[src/rtl/dso_pkg.sv]
package dso_pkg;
  // ==========================================================================
  // Widths
  // ==========================================================================
  localparam int SHORT_W = 12; // Short unsigned type width
  localparam int LONG_W = 32; // Long unsigned type width
  typedef logic [SHORT_W-1:0] dso_short_t;
  typedef logic [LONG_W-1:0] dso_long_t;
  localparam int ADDR_W = 4;
  localparam int VOL_W = 32;

  // ==========================================================================
  // Register map (word offsets as byte addresses)
  // ==========================================================================
  localparam logic [ADDR_W-1:0] OFF_CTRL = 4'h0;
  localparam logic [ADDR_W-1:0] OFF_STATUS = 4'h4;
  localparam logic [ADDR_W-1:0] OFF_VERSION = 4'h8;
  localparam logic [ADDR_W-1:0] OFF_PURGE = 4'hc;

  // Control register fields
  localparam int CTRL_ACTIVE = 0;
  localparam int CTRL_FP_ALARM = 1;
  localparam int CTRL_SYS_ALARM = 2;
  localparam int CTRL_DEVIATION = 3;
  localparam int CTRL_ADVISORY = 4;
  localparam int CTRL_VOL_IN_TOL = 5;
  localparam int CTRL_DISP_VAR = 6;
  localparam int CTRL_NOALM_LOW = 7;
  localparam int CTRL_NOERR_LOW = 8;
  localparam int CTRL_DISPENSING = 9;
  localparam int CTRL_UNIT_LO = 10;
  localparam int CTRL_W = 12;
  localparam logic [CTRL_W-1:0] CTRL_RST = 12'h000;

  // Status register fields
  localparam int ST_READY = 0;
  localparam int ST_NOALM = 1;
  localparam int ST_NOERR = 2;
  localparam int ST_INPROC = 3;
  localparam int ST_VOLOK = 4;
  localparam int ST_PURGE = 5;

  // ==========================================================================
  // Encodings
  // ==========================================================================
  typedef enum logic [1:0] {
    UNIT_GAL_US = 2'b00,
    UNIT_GAL_UK = 2'b01,
    UNIT_LITER = 2'b10
  } dso_unit_e;

  typedef enum logic [0:0] {
    JOB_IDLE = 1'b0,
    JOB_RUN = 1'b1
  } dso_job_e;

  localparam logic [7:0] VER_TOP = 8'h00;
  localparam dso_long_t PURGE_RST = 32'h0000_0000;
  localparam logic [2:0] SYNC_RST = 3'h0;

  // Status outputs travel together
  typedef struct packed {
    logic ready;
    logic noAlarm;
    logic noError;
    logic inProcess;
    logic volumeOk;
    logic purgeReq;
  } dso_status_s;
endpackage

[src/rtl/dso_dispenser_status.sv]
`timescale 1ns/1ps
// Summary of operation
// - Ready is low after reset and high only while active with no fluid plate alarm; deviations are ignored.
// - On the comm gateway variant no-alarm is high whenever no system alarm is present.
// - On the comm gateway variant no-error is high only with no alarm, deviation or advisory.
// - On the discrete gateway variant a setting picks high or low polarity for no-alarm and no-error.
// - Dispense-in-process is low after reset and high from job start until job end.
// - Volume-OK is high only after a completed job in tolerance while the job-start strobe is still high.
// - After reset purge-request is high if a purge interval is configured, else low.
// - Any dispensing clears purge-request and reloads the purge timer.
// - Purge-request goes high when the purge timer expires and holds until dispensing.
// - The version word holds major, minor, build in bytes 0 to 2 and zero on top.
// - Volume unit codes are 0 for US gallons, 1 for imperial gallons and 2 for liters.
// - Short unsigned values are 12 bits and long unsigned values are 32 bits.
module dso_dispenser_status
  import dso_pkg::*;
#(
  parameter logic [7:0] VER_MAJOR = 8'h01, // Arbitrary value
  parameter logic [7:0] VER_MINOR = 8'h00, // Arbitrary value
  parameter logic [7:0] VER_BUILD = 8'h00, // Arbitrary value
  parameter dso_long_t PURGE_INTERVAL = 32'h0000_0000 // Cycles; zero means no purge interval
) (
  // Clock and reset
  input wire logic clk,
  input wire logic rst_b,
  // Wishbone slave
  input wire logic wb_cyc_i,
  input wire logic wb_stb_i,
  input wire logic wb_we_i,
  input wire logic [ADDR_W-1:0] wb_adr_i,
  input wire logic [3:0] wb_sel_i,
  input wire logic [31:0] wb_dat_i,
  output logic [31:0] wb_dat_o,
  output logic wb_ack_o,
  // Controller pins
  input wire logic styleStrobe,
  input wire logic dispenseComplete,
  // Status pins
  output dso_status_s status
);

  // ==========================================================================
  // State
  // ==========================================================================
  typedef struct packed {
    logic [2:0] strobeSync;
    logic [2:0] doneSync;
    logic [CTRL_W-1:0] ctrl;
    dso_long_t purgeLoad;
    dso_long_t purgeCnt;
    logic purgeInit;
    dso_job_e job;
    logic jobDone;
    dso_status_s st;
    logic ack;
    logic [31:0] rdat;
  } dso_state_s;

  // Release stages run on the raw reset, so they live outside the state record
  logic [1:0] rstSync_q;
  // Power-up status: clean control word means no alarm and no error; purge asked for when an interval is set
  localparam dso_status_s ST_RST = {1'b0, 1'b1, 1'b1, 1'b0, 1'b0, PURGE_INTERVAL != PURGE_RST};
  dso_state_s s_q;
  dso_state_s s_d;
  logic rstLocal_b;
  logic strobeRise;
  logic doneRise;
  logic wbReq;
  logic wbWrite;
  logic dispensing;
  logic rawNoAlm;
  logic rawNoErr;
  dso_long_t versionWord;
  dso_status_s stNext;

  // ==========================================================================
  // Reset release
  // ==========================================================================
  // Two-stage release keeps the async reset from ending mid-cycle
  always_ff @(posedge clk or negedge rst_b) begin
    if (!rst_b) begin
      rstSync_q <= 2'b00;
    end else begin
      rstSync_q <= {rstSync_q[0], 1'b1};
    end
  end
  assign rstLocal_b = rstSync_q[1];

  // ==========================================================================
  // Combinational helpers
  // ==========================================================================
  // Edge detect reads only the second and third synchroniser stages
  assign strobeRise = s_q.strobeSync[1] & ~s_q.strobeSync[2];
  assign doneRise = s_q.doneSync[1] & ~s_q.doneSync[2];
  assign wbReq = wb_cyc_i & wb_stb_i & ~s_q.ack;
  assign wbWrite = wbReq & wb_we_i;
  // A running job counts as dispensing, as does the software flag
  assign dispensing = (s_q.job == JOB_RUN) | s_q.ctrl[CTRL_DISPENSING];
  assign versionWord = {VER_TOP, VER_BUILD, VER_MINOR, VER_MAJOR};
  assign rawNoAlm = ~s_q.ctrl[CTRL_SYS_ALARM];
  assign rawNoErr = ~(s_q.ctrl[CTRL_SYS_ALARM] | s_q.ctrl[CTRL_DEVIATION]
                   | s_q.ctrl[CTRL_ADVISORY]);

  // ==========================================================================
  // Next state
  // ==========================================================================
  always_comb begin
    s_d = s_q;
    stNext = s_q.st;
    s_d.strobeSync = {s_q.strobeSync[1:0], styleStrobe};
    s_d.doneSync = {s_q.doneSync[1:0], dispenseComplete};
    s_d.ack = wbReq;

    // Register writes, byte lanes honoured for the low two control bytes and all four purge bytes
    if (wbWrite) begin
      case (wb_adr_i)
        OFF_CTRL: begin
          if (wb_sel_i[0]) begin
            s_d.ctrl[7:0] = wb_dat_i[7:0];
          end
          if (wb_sel_i[1]) begin
            s_d.ctrl[CTRL_W-1:8] = wb_dat_i[CTRL_W-1:8];
          end
        end
        OFF_PURGE: begin
          for (int i = 0; i < 4; i++) begin
            if (wb_sel_i[i]) begin
              s_d.purgeLoad[i*8 +: 8] = wb_dat_i[i*8 +: 8];
            end
          end
        end
        default: begin
        end
      endcase
    end

    // Read data, unmapped addresses read as zero
    s_d.rdat = 32'h0000_0000;
    if (wbReq && !wb_we_i) begin
      case (wb_adr_i)
        OFF_CTRL: s_d.rdat = {{(32-CTRL_W){1'b0}}, s_q.ctrl};
        OFF_STATUS: begin
          s_d.rdat[ST_READY] = s_q.st.ready;
          s_d.rdat[ST_NOALM] = s_q.st.noAlarm;
          s_d.rdat[ST_NOERR] = s_q.st.noError;
          s_d.rdat[ST_INPROC] = s_q.st.inProcess;
          s_d.rdat[ST_VOLOK] = s_q.st.volumeOk;
          s_d.rdat[ST_PURGE] = s_q.st.purgeReq;
        end
        OFF_VERSION: s_d.rdat = versionWord;
        OFF_PURGE: s_d.rdat = s_q.purgeLoad;
        default: s_d.rdat = 32'h0000_0000;
      endcase
    end

    // Job tracking
    case (s_q.job)
      JOB_IDLE: begin
        if (strobeRise) begin
          s_d.job = JOB_RUN;
          s_d.jobDone = 1'b0;
        end
      end
      JOB_RUN: begin
        if (doneRise) begin
          s_d.job = JOB_IDLE;
          s_d.jobDone = 1'b1;
        end
      end
      default: s_d.job = JOB_IDLE;
    endcase

    // Purge timer; first cycle after reset loads the interval
    if (!s_q.purgeInit) begin
      s_d.purgeInit = 1'b1;
      s_d.purgeCnt = s_q.purgeLoad;
      stNext.purgeReq = (s_q.purgeLoad != PURGE_RST);
    end else if (dispensing) begin
      s_d.purgeCnt = s_q.purgeLoad;
      stNext.purgeReq = 1'b0;
    end else if (s_q.purgeCnt != PURGE_RST) begin
      s_d.purgeCnt = s_q.purgeCnt - 32'h0000_0001;
      if (s_q.purgeCnt == 32'h0000_0001) begin
        stNext.purgeReq = 1'b1;
      end
    end

    // Registered status outputs
    stNext.ready = s_q.ctrl[CTRL_ACTIVE] & ~s_q.ctrl[CTRL_FP_ALARM];
    stNext.inProcess = (s_d.job == JOB_RUN);
    stNext.volumeOk = s_d.jobDone & s_q.ctrl[CTRL_VOL_IN_TOL] & s_q.strobeSync[1];
    // Polarity choice only exists on the discrete variant
    if (s_q.ctrl[CTRL_DISP_VAR]) begin
      stNext.noAlarm = rawNoAlm ^ s_q.ctrl[CTRL_NOALM_LOW];
      stNext.noError = rawNoErr ^ s_q.ctrl[CTRL_NOERR_LOW];
    end else begin
      stNext.noAlarm = rawNoAlm;
      stNext.noError = rawNoErr;
    end
    s_d.st = stNext;
  end

  // ==========================================================================
  // State register
  // ==========================================================================
  // Async reset loads constants only; the reset loads the purge interval default
  always_ff @(posedge clk or negedge rstLocal_b) begin
    if (!rstLocal_b) begin
      s_q.strobeSync <= SYNC_RST;
      s_q.doneSync <= SYNC_RST;
      s_q.ctrl <= CTRL_RST;
      s_q.purgeLoad <= PURGE_INTERVAL;
      s_q.purgeCnt <= PURGE_RST;
      s_q.purgeInit <= 1'b0;
      s_q.job <= JOB_IDLE;
      s_q.jobDone <= 1'b0;
      s_q.st <= ST_RST;
      s_q.ack <= 1'b0;
      s_q.rdat <= 32'h0000_0000;
    end else begin
      s_q.strobeSync <= s_d.strobeSync;
      s_q.doneSync <= s_d.doneSync;
      s_q.ctrl <= s_d.ctrl;
      s_q.purgeLoad <= s_d.purgeLoad;
      s_q.purgeCnt <= s_d.purgeCnt;
      s_q.purgeInit <= s_d.purgeInit;
      s_q.job <= s_d.job;
      s_q.jobDone <= s_d.jobDone;
      s_q.st <= s_d.st;
      s_q.ack <= s_d.ack;
      s_q.rdat <= s_d.rdat;
    end
  end

  assign status = s_q.st;
  assign wb_ack_o = s_q.ack;
  assign wb_dat_o = s_q.rdat;

  // ==========================================================================
  // Assertions
  // ==========================================================================
  ready_follows_a: assert property (@(posedge clk) disable iff (!rstLocal_b)
    ##1 s_q.st.ready == $past(s_q.ctrl[CTRL_ACTIVE] & ~s_q.ctrl[CTRL_FP_ALARM]))
    else $error("ready mismatch");
  noalarm_cgm_a: assert property (@(posedge clk) disable iff (!rstLocal_b)
    (!s_q.ctrl[CTRL_DISP_VAR] && !s_q.ctrl[CTRL_SYS_ALARM]) ##1 $stable(s_q.ctrl) |-> s_q.st.noAlarm)
    else $error("no-alarm low without alarm");
  noerror_cgm_a: assert property (@(posedge clk) disable iff (!rstLocal_b)
    (!s_q.ctrl[CTRL_DISP_VAR] && s_q.ctrl[CTRL_DEVIATION]) |=> !s_q.st.noError)
    else $error("no-error high with deviation");
  polarity_dgm_a: assert property (@(posedge clk) disable iff (!rstLocal_b)
    (s_q.ctrl[CTRL_DISP_VAR] && s_q.ctrl[CTRL_NOALM_LOW] && !s_q.ctrl[CTRL_SYS_ALARM]) |=> !s_q.st.noAlarm)
    else $error("inverted no-alarm wrong");
  inproc_start_a: assert property (@(posedge clk) disable iff (!rstLocal_b)
    (strobeRise && s_q.job == JOB_IDLE) |=> s_q.st.inProcess)
    else $error("in-process not set on start");
  volok_strobe_a: assert property (@(posedge clk) disable iff (!rstLocal_b)
    s_q.st.volumeOk |-> $past(s_q.strobeSync[1]) && $past(s_q.ctrl[CTRL_VOL_IN_TOL]))
    else $error("volume ok without cause");
  purge_clear_a: assert property (@(posedge clk) disable iff (!rstLocal_b)
    (s_q.purgeInit && dispensing) |=> !s_q.st.purgeReq && s_q.purgeCnt == $past(s_q.purgeLoad))
    else $error("dispensing did not clear purge");
  purge_expire_a: assert property (@(posedge clk) disable iff (!rstLocal_b)
    (s_q.purgeInit && !dispensing && s_q.purgeCnt == 32'h0000_0001) |=> s_q.st.purgeReq)
    else $error("purge not raised on expiry");

  // Job tracking: in-process covers the whole job and nothing else
  inproc_end_a: assert property (@(posedge clk) disable iff (!rstLocal_b)
    (doneRise && s_q.job == JOB_RUN) |=> !s_q.st.inProcess)
    else $error("in-process not cleared on job end");
  inproc_hold_a: assert property (@(posedge clk) disable iff (!rstLocal_b)
    (s_q.job == JOB_RUN && !doneRise) |=> s_q.st.inProcess)
    else $error("in-process dropped inside a job");
  idle_quiet_a: assert property (@(posedge clk) disable iff (!rstLocal_b)
    (s_q.job == JOB_IDLE && !strobeRise) |=> !s_q.st.inProcess)
    else $error("in-process without a start edge");
  restart_ignored_a: assert property (@(posedge clk) disable iff (!rstLocal_b)
    (s_q.job == JOB_RUN && strobeRise && !doneRise) |=> s_q.job == JOB_RUN && !s_q.jobDone)
    else $error("start edge inside a job changed state");

  // Volume-OK needs a finished job, tolerance and a high strobe together
  volok_raise_a: assert property (@(posedge clk) disable iff (!rstLocal_b)
    (doneRise && s_q.job == JOB_RUN && s_q.ctrl[CTRL_VOL_IN_TOL] && s_q.strobeSync[1]) |=> s_q.st.volumeOk)
    else $error("volume ok not raised on good job");
  volok_tol_a: assert property (@(posedge clk) disable iff (!rstLocal_b)
    !s_q.ctrl[CTRL_VOL_IN_TOL] |=> !s_q.st.volumeOk)
    else $error("volume ok outside tolerance");
  volok_drop_a: assert property (@(posedge clk) disable iff (!rstLocal_b)
    !s_q.strobeSync[1] |=> !s_q.st.volumeOk)
    else $error("volume ok with strobe low");
  volok_idle_a: assert property (@(posedge clk) disable iff (!rstLocal_b)
    s_q.st.volumeOk |-> !s_q.st.inProcess)
    else $error("volume ok inside a job");

  // Purge timer: power-up value, countdown and sticky request
  purge_init_a: assert property (@(posedge clk) disable iff (!rstLocal_b)
    !s_q.purgeInit |=> s_q.st.purgeReq == ($past(s_q.purgeLoad) != PURGE_RST))
    else $error("purge power-up value wrong");
  purge_hold_a: assert property (@(posedge clk) disable iff (!rstLocal_b)
    (s_q.purgeInit && !dispensing && s_q.st.purgeReq) |=> s_q.st.purgeReq)
    else $error("purge request dropped without dispensing");
  purge_count_a: assert property (@(posedge clk) disable iff (!rstLocal_b)
    (s_q.purgeInit && !dispensing && s_q.purgeCnt != PURGE_RST)
    |=> s_q.purgeCnt == $past(s_q.purgeCnt) - 32'h0000_0001)
    else $error("purge timer did not count");
  purge_early_a: assert property (@(posedge clk) disable iff (!rstLocal_b)
    (s_q.purgeInit && !dispensing && !s_q.st.purgeReq && s_q.purgeCnt != 32'h0000_0001) |=> !s_q.st.purgeReq)
    else $error("purge raised before expiry");

  // Alarm, error and polarity outputs
  noalarm_set_a: assert property (@(posedge clk) disable iff (!rstLocal_b)
    (!s_q.ctrl[CTRL_DISP_VAR] && s_q.ctrl[CTRL_SYS_ALARM]) |=> !s_q.st.noAlarm)
    else $error("no-alarm high with alarm");
  noerror_alarm_a: assert property (@(posedge clk) disable iff (!rstLocal_b)
    (!s_q.ctrl[CTRL_DISP_VAR] && (s_q.ctrl[CTRL_SYS_ALARM] || s_q.ctrl[CTRL_ADVISORY])) |=> !s_q.st.noError)
    else $error("no-error high with alarm or advisory");
  noerror_clean_a: assert property (@(posedge clk) disable iff (!rstLocal_b)
    (!s_q.ctrl[CTRL_DISP_VAR] && s_q.ctrl[CTRL_ADVISORY:CTRL_SYS_ALARM] == 3'h0) |=> s_q.st.noError)
    else $error("no-error low with clean system");
  polarity_err_a: assert property (@(posedge clk) disable iff (!rstLocal_b)
    (s_q.ctrl[CTRL_DISP_VAR] && s_q.ctrl[CTRL_NOERR_LOW] && s_q.ctrl[CTRL_ADVISORY:CTRL_SYS_ALARM] == 3'h0)
    |=> !s_q.st.noError)
    else $error("inverted no-error wrong");
  polarity_high_a: assert property (@(posedge clk) disable iff (!rstLocal_b)
    (s_q.ctrl[CTRL_DISP_VAR] && !s_q.ctrl[CTRL_NOALM_LOW] && !s_q.ctrl[CTRL_SYS_ALARM]) |=> s_q.st.noAlarm)
    else $error("active-high no-alarm wrong");
  ready_dev_a: assert property (@(posedge clk) disable iff (!rstLocal_b)
    (s_q.ctrl[CTRL_ACTIVE] && !s_q.ctrl[CTRL_FP_ALARM] && s_q.ctrl[CTRL_DEVIATION]) |=> s_q.st.ready)
    else $error("deviation dropped ready");
  ready_alarm_a: assert property (@(posedge clk) disable iff (!rstLocal_b)
    s_q.ctrl[CTRL_FP_ALARM] |=> !s_q.st.ready)
    else $error("ready high with fluid plate alarm");

  // Register bus answer
  ack_answer_a: assert property (@(posedge clk) disable iff (!rstLocal_b)
    (wb_cyc_i && wb_stb_i && !s_q.ack) |=> wb_ack_o)
    else $error("request not acknowledged");
  ack_pulse_a: assert property (@(posedge clk) disable iff (!rstLocal_b)
    wb_ack_o |=> !wb_ack_o)
    else $error("acknowledge longer than one cycle");
  rdat_idle_a: assert property (@(posedge clk) disable iff (!rstLocal_b)
    !wb_ack_o |-> wb_dat_o == 32'h0000_0000)
    else $error("read data outside acknowledge");
  version_top_a: assert property (@(posedge clk) disable iff (!rstLocal_b)
    (wbReq && !wb_we_i && wb_adr_i == OFF_VERSION) |=> wb_dat_o[31:24] == VER_TOP && wb_dat_o[7:0] == VER_MAJOR)
    else $error("version word layout wrong");
endmodule // dso_dispenser_status

[config.mk]
export PLATFORM = sky130hd
export DESIGN_NAME = dso_dispenser_status
export DESIGN_NICKNAME = d
export VERILOG_FILES = /design/src/rtl/dso_pkg.sv /design/src/rtl/dso_dispenser_status.sv
export SDC_FILE = /design/constraint.sdc
export NUM_CORES = 1
export LEC_CHECK = 0
export BUFFER_PORTS_ARGS = -buffer_cell sky130_fd_sc_hd__buf_2
export CAP_MARGIN = 20
export CORE_ASPECT_RATIO = 2
export CORE_MARGIN = 10
export CORE_UTILIZATION = 45
export CTS_BUF_LIST = sky130_fd_sc_hd__clkbuf_4 sky130_fd_sc_hd__clkbuf_8
export DETAILED_ROUTE_END_ITERATION = 8
export GPL_TIMING_DRIVEN = 1
export PLACE_DENSITY = 0.78
export SYNTH_ARGS = -nofsm -noshare
export SYNTH_HDL_FRONTEND = slang
export SYNTH_SLANG_ARGS = --single-unit
[constraint.sdc]
create_clock -name clk -period 5.4 [get_ports clk]
set_input_delay 1.62 -clock clk [delete_from_list [all_inputs] [get_ports clk]]
set_output_delay 1.62 -clock clk [all_outputs]
set_load 0.05 [all_outputs]
==> out/metrics.yaml, run 1 <==
outcome:
  status: "complete, no violations"
logic_synthesis:
  yosys_warnings: 0
  synth_most_common_cell: "dfrtp_1"
  ys.flop_type: "dfrtp_1"
  synth_enable_flop_cells: 0
  yosysTopAreaCellShare_pct: 54.5
  synth_area_leaders: "dfrtp_1 54%, mux2_2 9.0%, buf_4 5.2%"
  async_reset_ff_share_pct: 100
  syn_inst: 503
  ys_seq_area_share_pct: 55.4
  synth_commonest_cells: "123 x dfrtp_1, 46 x nand2_1, 45 x mux2_2, 39 x buf_4, 29 x nor2_1"
  ys_types: 46
  synthesis.area_mm2: 0.00565
  ys_seq_elements: 125
  synth_area_per_cell_um2: 11.2
  synth_area_leader_cell: "dfrtp_1"
cts:
  cts-htree-levels: 4
  cts_resized: 0
  clock-root-buffer: "clkbuf_8"
  clk_pin_slew_ns: 0.08
  postCtsSetupRepairBufs: 0
  tritoncts: "done"
  cts_buffer_depth: 2
  clock_latency_ns: 0.43
  cts_buffers: 17
  cts_hold_buf: 0
  cts_sinks: 125
worst_setup_path:
  path_max_fanout: 13
  crit_top_cell: "nand2_1"
  crit_arrival_ns: 3.64
  start_kind: "input pin"
  worstRegToRegCells: 7
  crit_required_ns: 5.71
  slowest_delay_ns: 0.59
  r2r_setup_slack_ns: 2.67
  path_cells: "buf_2 -> nand2_1 -> nor3_1 -> and3_1 -> nand2_1 -> mux2_2"
  regToRegStartpoint: "s_q[42]"
  timing.rr.end: "s_q[57]"
  worstSetupPathType: "input pin to register"
  cp_slowest_cell: "nor3_1"
  critPathCaptureType: "register"
sta:
  worstMarginPinSlew_ns: 0.944
  finalMaxSlewViolations: 0
  period_share_pct: 61.7
  maxSlewHeadroom_pct: 37.1
  final.min_clock_period_ns: 3.33
  hold_viol_final: 0
  setup_viol: 0
  timing.setup.tns_ns: 0
  fin_worst_skew_ns: 0.0141
  rsz0062_at_grt: "false"
  fin_worst_hold_slack_ns: 0.324
  max_freq_mhz: 300
floorplan:
  dieArea_mm2: 0.0177
  start_util_pct: 46.3
  ios: 86
  fp.dieH_um: 178
  rows: 57
  die_x_um: 99.2
  coreArea_mm2: 0.0122
global_routing:
  grt_pass1_wl_um: 22100
  grt_max_degree: 79
  grt_usage_pct: 15.7
  overflow: 0
  grt_pass1_vias: 4281
  antenna_found_initial: 0
power_and_ir_drop:
  powerDensity_mw_per_mm2: 471
  power_leakage_uw: 0.00310
  ir_drop_mv: 0.330
detailed_routing:
  route.detailed.drc: 0
  routed_wl_um: 14000
  drt_iter0_markers: 310
  dr.pass1.iters: 5
  via_per_inst: 5.67
  wl_per_cell_um: 19.4
  antenna_left: 0
  vias: 4077
hold_path:
  hold_class: "register to asynchronous set/reset pin"
layout:
  antenna_cells: 0
  syn2layout_area_growth_pct: 12.5
  nets: 608
  fin_util_pct: 52.1
  drive_gt1_share_pct: 31.1
place:
  dp_hpwl_um: 10500
  port_buffers: 85
  place_congestion: 0.859
flow_run:
  drv_cap: 0
[routing by layer]
| metal | up-vias | global-route usage, % | routed length [um] |
|---|---|---|---|
| li1 | 1856 | - | - |
| met1 | 2026 | 14.4 | 4520 |
| met2 | 165 | 30.2 | 8260 |
| met3 | 30 | 3.87 | 682 |
| met4 | 0 | 8.76 | 512 |
| met5 | - | 0 | 0 |
[cell type report]
type                            count  area, um2
Fill cell                        1002       5840
Sequential cell                   125       3130
Multi-Input combinational cell    318       2140
Timing Repair Buffer               91        470
Clock buffer                       20        263
Tap cell                          147        184
Clock inverter                     12        139
Inverter                            6       22.5
[worst max path at each step]
stage          depth (start not counted)          from  slack, ns        to
6_report                               6   wb_adr_i[2]       2.07   s_q[79]
3_3_place_gp                           6   wb_adr_i[2]       1.78   s_q[75]
3_5_place_dp                           6   wb_adr_i[2]       1.66   s_q[78]
4_1_cts                                6   wb_adr_i[2]       2.13   s_q[79]
2_1_floorplan                          0  rstSync_q[1]       1.66  s_d[119]
5_1_grt                                6   wb_adr_i[2]       1.92   s_q[77]
[through the flow]
stage / setup slack, ns / instance area [um2] / std cells / power (uW)
final: 2.07 / 6360 / 719 / 2990
after global routing: 1.92 / 6360 / 719 / 3160
after CTS: 2.13 / 6360 / 719 / 2990
after detailed placement: 1.66 / 5960 / 687 / 2170
after global placement: 1.78 / 5960 / 687 / 2130
after floorplan: 1.66 / 5650 / 504 / 1950
[flip-flops by register name, summed over array words and instances, names as in the netlist]
signal and count:
rstSync_q 2, s_q 80, wb_ack_o 1, s_d 4, status 6, wb_dat_o 32
[power by group]
| part | internal (uW) | total, uW | leakage [uW] | switching, uW |
|---|---|---|---|---|
| Clock | 436 | 813 | 0.000193 | 377 |
| Sequential | 1050 | 1210 | 0.00168 | 151 |
| Combinational | 378 | 974 | 0.00122 | 596 |
| Total | 1870 | 2990 | 0.00310 | 1120 |
[logic make-up after synthesis]
group / Yosys count / share of synthesized area, %
other: 1 / 0.0664
and+or+nand+nor: 169 / 15.8
DFF: 125 / 55.4
xor gates and xnor gates: 22 / 3.41
AOI/OAI and AO/OA: 71 / 7.82
muxes: 52 / 10.2
adders and majority gates: 2 / 0.443
buffers and inverters: 61 / 6.80
[worst max-delay path: cells and delay by family]
| kind | cells | cell delay [ns] |
|---|---|---|
| and+or+nand+nor | 4 | 1.39 |
| muxes | 1 | 0.36 |
| buffers and inverters | 1 | 0.26 |
[placed cells by master (no fill, tap or decap), types with 7 or more instances in the layout]
master	n
clkbuf_8	18
and2_1	21
a31oi_1	11
dfrtp_1	122
xnor2_1	13
mux2i_1	7
or3_1	7
nor3_1	11
o21ai_0	22
nand2_1	46
nor4_1	13
mux2_2	45
a21oi_1	12
o31ai_1	8
buf_2	85
xor2_1	9
nor2_1	29
nand3_1	8
or4_1	10
No activity file was read; power rests on OpenSTA's default activity.
==> run 2: changes to the inputs <==
--- a/config.mk
+++ b/config.mk
@@ -5,6 +5,7 @@
 export SDC_FILE = /design/constraint.sdc
 export NUM_CORES = 1
 export LEC_CHECK = 0
+export ABC_AREA = 1
 export BUFFER_PORTS_ARGS = -buffer_cell sky130_fd_sc_hd__buf_2
 export CAP_MARGIN = 20
 export CORE_ASPECT_RATIO = 2
@@ -13,7 +14,7 @@
 export CTS_BUF_LIST = sky130_fd_sc_hd__clkbuf_4 sky130_fd_sc_hd__clkbuf_8
 export DETAILED_ROUTE_END_ITERATION = 8
 export GPL_TIMING_DRIVEN = 1
-export PLACE_DENSITY = 0.78
+export PLACE_DENSITY = 0.8
 export SYNTH_ARGS = -nofsm -noshare
 export SYNTH_HDL_FRONTEND = slang
 export SYNTH_SLANG_ARGS = --single-unit
==> constraint.sdc (replaced) <==
create_clock -name clk -period 2.8 [get_ports clk]
set_input_delay 0.84 -clock clk [delete_from_list [all_inputs] [get_ports clk]]
set_output_delay 0.84 -clock clk [all_outputs]
set_load 0.05 [all_outputs]
==> run 2 against run 1 <==
  * First-iteration DRC count rose by 14%
  * Core utilization down 0.99 points
  * Sequential share of layout area decreased by 3.7 points
  * Non-clock buffer count unchanged
  * Register-to-register slack lost 1.8 ns
  * Die area rose by 7.2%
  * Critical path type is now register to output pin
  * Critical endpoint is now status[3]
  * Highest routed layer unchanged
==> out/metrics.yaml, run 2 <==
place:
  place_ws_ns: 0.550  # was 1.66 ns
  dp.cells: 959  # was 687
  dp_hpwl_um: 12200  # was 10500 um
  port_buffers: 85  # unchanged
  place_congestion: 0.967  # was 0.859
  placed_area_mm2: 0.00645  # was 0.00596 mm2
floorplan:
  start_util_pct: 45.6  # was 46.3%
  dieArea_mm2: 0.0190  # was 0.0177 mm2
  ios: 86  # unchanged
  coreArea_mm2: 0.0134  # was 0.0122 mm2
  die_x_um: 103  # was 99.2 um
  rows: 60  # was 57
  fp.dieH_um: 185  # was 178 um
global_routing:
  grt_usage_pct: 17.7  # was 15.7%
  overflow: 0  # unchanged
  grt_pass1_wl_um: 25800  # was 22100 um
  antenna_found_initial: 0  # unchanged
  grt_pass1_vias: 5358  # was 4281
  grt_max_degree: 57  # was 79
sta:
  maxSlewHeadroom_pct: 63.2  # was 37.1%
  fin_worst_skew_ns: 0.0122  # was 0.0141 ns
  finalMaxSlewViolations: 0  # unchanged
  worstMarginPinSlew_ns: 0.551  # was 0.944 ns
  final.min_clock_period_ns: 2.09
  setup_viol: 0  # unchanged
  timing.setup.tns_ns: 0  # unchanged
  setup_slack_ns: 0.707  # was 2.07 ns
  rsz0062_at_grt: "false"  # unchanged
  max_freq_mhz: 478
  hold_viol_final: 0  # unchanged
  period_share_pct: 74.7
logic_synthesis:
  yosys_warnings: 0  # unchanged
  synthesis.area_mm2: 0.00613  # was 0.00565 mm2
  ys_types: 31  # was 46
  ys.flop_type: "dfrtp_1"  # unchanged
  ys_seq_area_share_pct: 51.1  # was 55.4%
  synth_area_leader_cell: "dfrtp_1"  # unchanged
  syn_inst: 765  # was 503
  synth_area_leaders: "dfrtp_1 50%, nand2_1 12%, nor2_1 6.2%"  # was dfrtp_1 54%, mux2_2 9.0%, buf_4 5.2%
  synth_commonest_cells: "202 x nand2_1, 123 x dfrtp_1, 102 x nor2_1, 97 x inv_1, 62 x o21ai_0"  # was 123 x dfrtp_1, 46 x nand2_1, 45 x mux2_2, 39 x buf_4, 29 x nor2_1
  synth_enable_flop_cells: 0  # unchanged
  async_reset_ff_share_pct: 100  # unchanged
  synth_area_per_cell_um2: 8.01  # was 11.2 um2
  yosysTopAreaCellShare_pct: 50.2  # was 54.5%
  synth_most_common_cell: "nand2_1"  # was dfrtp_1
  ys_seq_elements: 125  # unchanged
detailed_routing:
  antenna_left: 0  # unchanged
  via_per_inst: 5.10  # was 5.67
  wl_met2_um: 9070  # was 8260 um
  top_layer: "met4"  # unchanged
  drt_iter0_markers: 354  # was 310
  route.detailed.drc: 0  # unchanged
  dr.pass1.iters: 5  # unchanged
  route.met3.wl_um: 713  # was 682 um
  wl_met1_um: 5220  # was 4520 um
  wl_per_cell_um: 16.0  # was 19.4 um
  vias: 5053  # was 4077
  routed_wl_um: 15900  # was 14000 um
layout:
  layout_common_cells: "202 x nand2_1, 122 x dfrtp_1, 102 x nor2_1"  # was 122 x dfrtp_1, 85 x buf_2, 46 x nand2_1
  fin_util_pct: 51.1  # was 52.1%
  syn2layout_area_growth_pct: 12.1  # was 12.5%
  drive_gt1_share_pct: 17.7  # was 31.1%
  nets: 872  # was 608
  fin_cells: 990  # was 719
  antenna_cells: 0  # unchanged
  top_register: "s_q"  # unchanged
  final_area_mm2: 0.00687  # was 0.00636 mm2
  largest_register_ffs: 80  # unchanged
  final_common_cell: "nand2_1"  # was dfrtp_1
cts:
  cts-htree-levels: 4  # unchanged
  cts_hold_buf: 0  # unchanged
  clk_pin_slew_ns: 0.08  # about the same
  cts_resized: 0  # unchanged
  clock_latency_ns: 0.44  # was 0.43 ns
  cts_buffer_depth: 2  # unchanged
  tritoncts: "done"  # unchanged
  postCtsSetupRepairBufs: 0  # unchanged
  cts_sinks: 125  # unchanged
  clock-root-buffer: "clkbuf_8"  # unchanged
  cts_buffers: 17  # unchanged
power_and_ir_drop:
  power_leakage_uw: 0.00356  # was 0.00310 uW
  pwr-share-comb_pct: 17.3  # was 32.5%
  seqPwrFrac_pct: 45.4  # was 40.3%
  powerDensity_mw_per_mm2: 662  # was 471 mW/mm2
  switching_share_pct: 31.5  # was 37.6%
  ir_drop_mv: 0.580  # was 0.330 mV
  intPower_uw: 3120  # was 1870 uW
  p_clk_share_pct: 37.2  # was 27.2%
  switchingPower_uw: 1430  # was 1120 uW
worst_setup_path:
  crit_buf_inv: 1  # unchanged
  crit_required_ns: 1.96  # was 5.71 ns
  slowest_delay_ns: 0.54  # was 0.59 ns
  start_kind: "register"  # was input pin
  cp_top_family: "flip-flops"  # was simple AND/OR/NAND/NOR gates
  worstSetupPathType: "register to output pin"  # was input pin to register
  crit_start: "status[3]"  # was wb_adr_i[2]
  critPathCaptureType: "output pin"  # was register
  regToRegStartpoint: "s_q[42]"  # unchanged
  path_max_fanout: 2  # was 13
  crit_cells: 1  # was 6
  crit_arrival_ns: 1.25  # was 3.64 ns
  cp_slowest_cell: "dfstp_2"  # was nor3_1
  path_cells: "buf_2"  # was buf_2 -> nand2_1 -> nor3_1 -> and3_1 -> nand2_1 -> mux2_2
  worstRegToRegCells: 9  # was 7
hold_path:
  hold_class: "input pin to asynchronous set/reset pin"  # was register to asynchronous set/reset pin
outcome:
  status: "complete, no violations"  # unchanged
flow_run:
  drv_cap: 0  # unchanged
## run 2: area by class of cell
type	instances	area [um2]
Tap cell	155	194
Timing Repair Buffer	91	483
Inverter	100	375
Clock inverter	12	163
Clock buffer	19	262
Fill cell	1244	6570
Multi-Input combinational cell	488	2260
Sequential cell	125	3130
## run 2: power by group through the flow
stage / sequential (uW) / clock [uW] / combinational, uW
5_1_grt: 2080 / 1790 / 896
2_1_floorplan: 2080 / 0 / 564
3_5_place_dp: 2100 / 0 / 773
6_report: 2070 / 1690 / 788
3_3_place_gp: 2090 / 0 / 757
4_1_cts: 2060 / 1710 / 784
## run 2: path summary, 6_finish.rpt
check | endpoint | slack, ns
setup / recovery | status[3] | 0.71
hold / removal | rstSync_q[1] | 0.16
setup reg to reg | s_q[52] | 0.86
hold reg to reg | s_q[87] | 0.27
max in group asynchronous | s_q[56] | 1.68
min in group clk | s_d[120] | 0.35
## run 2: kinds of logic (layout without fill, tap and decap cells)
group	after synthesis	after routing	synth area share, %
compound gates	94	94	7.90
xor+xnor	18	18	2.57
fa+ha+maj	2	2	0.408
buf+inv	153	222	12.1
flops	125	125	51.1
other cells	1	2	0.0612
simple gates	372	372	25.9
## run 2: metal layers
metal / GRT usage [%] / vias to the layer above
met5: 0 / -
met4: 11.5 / 0
met3: 4.55 / 54
met2: 32.7 / 144
met1: 16.2 / 2406
li1: - / 2449
## run 2: stage by stage
step           total power [uW]  hold slack, ns
6_report                   4550           0.163
5_1_grt                    4770           0.149
4_1_cts                    4550           0.153
3_5_place_dp               2870           0.277
3_3_place_gp               2850           0.269
2_1_floorplan              2650           0.331
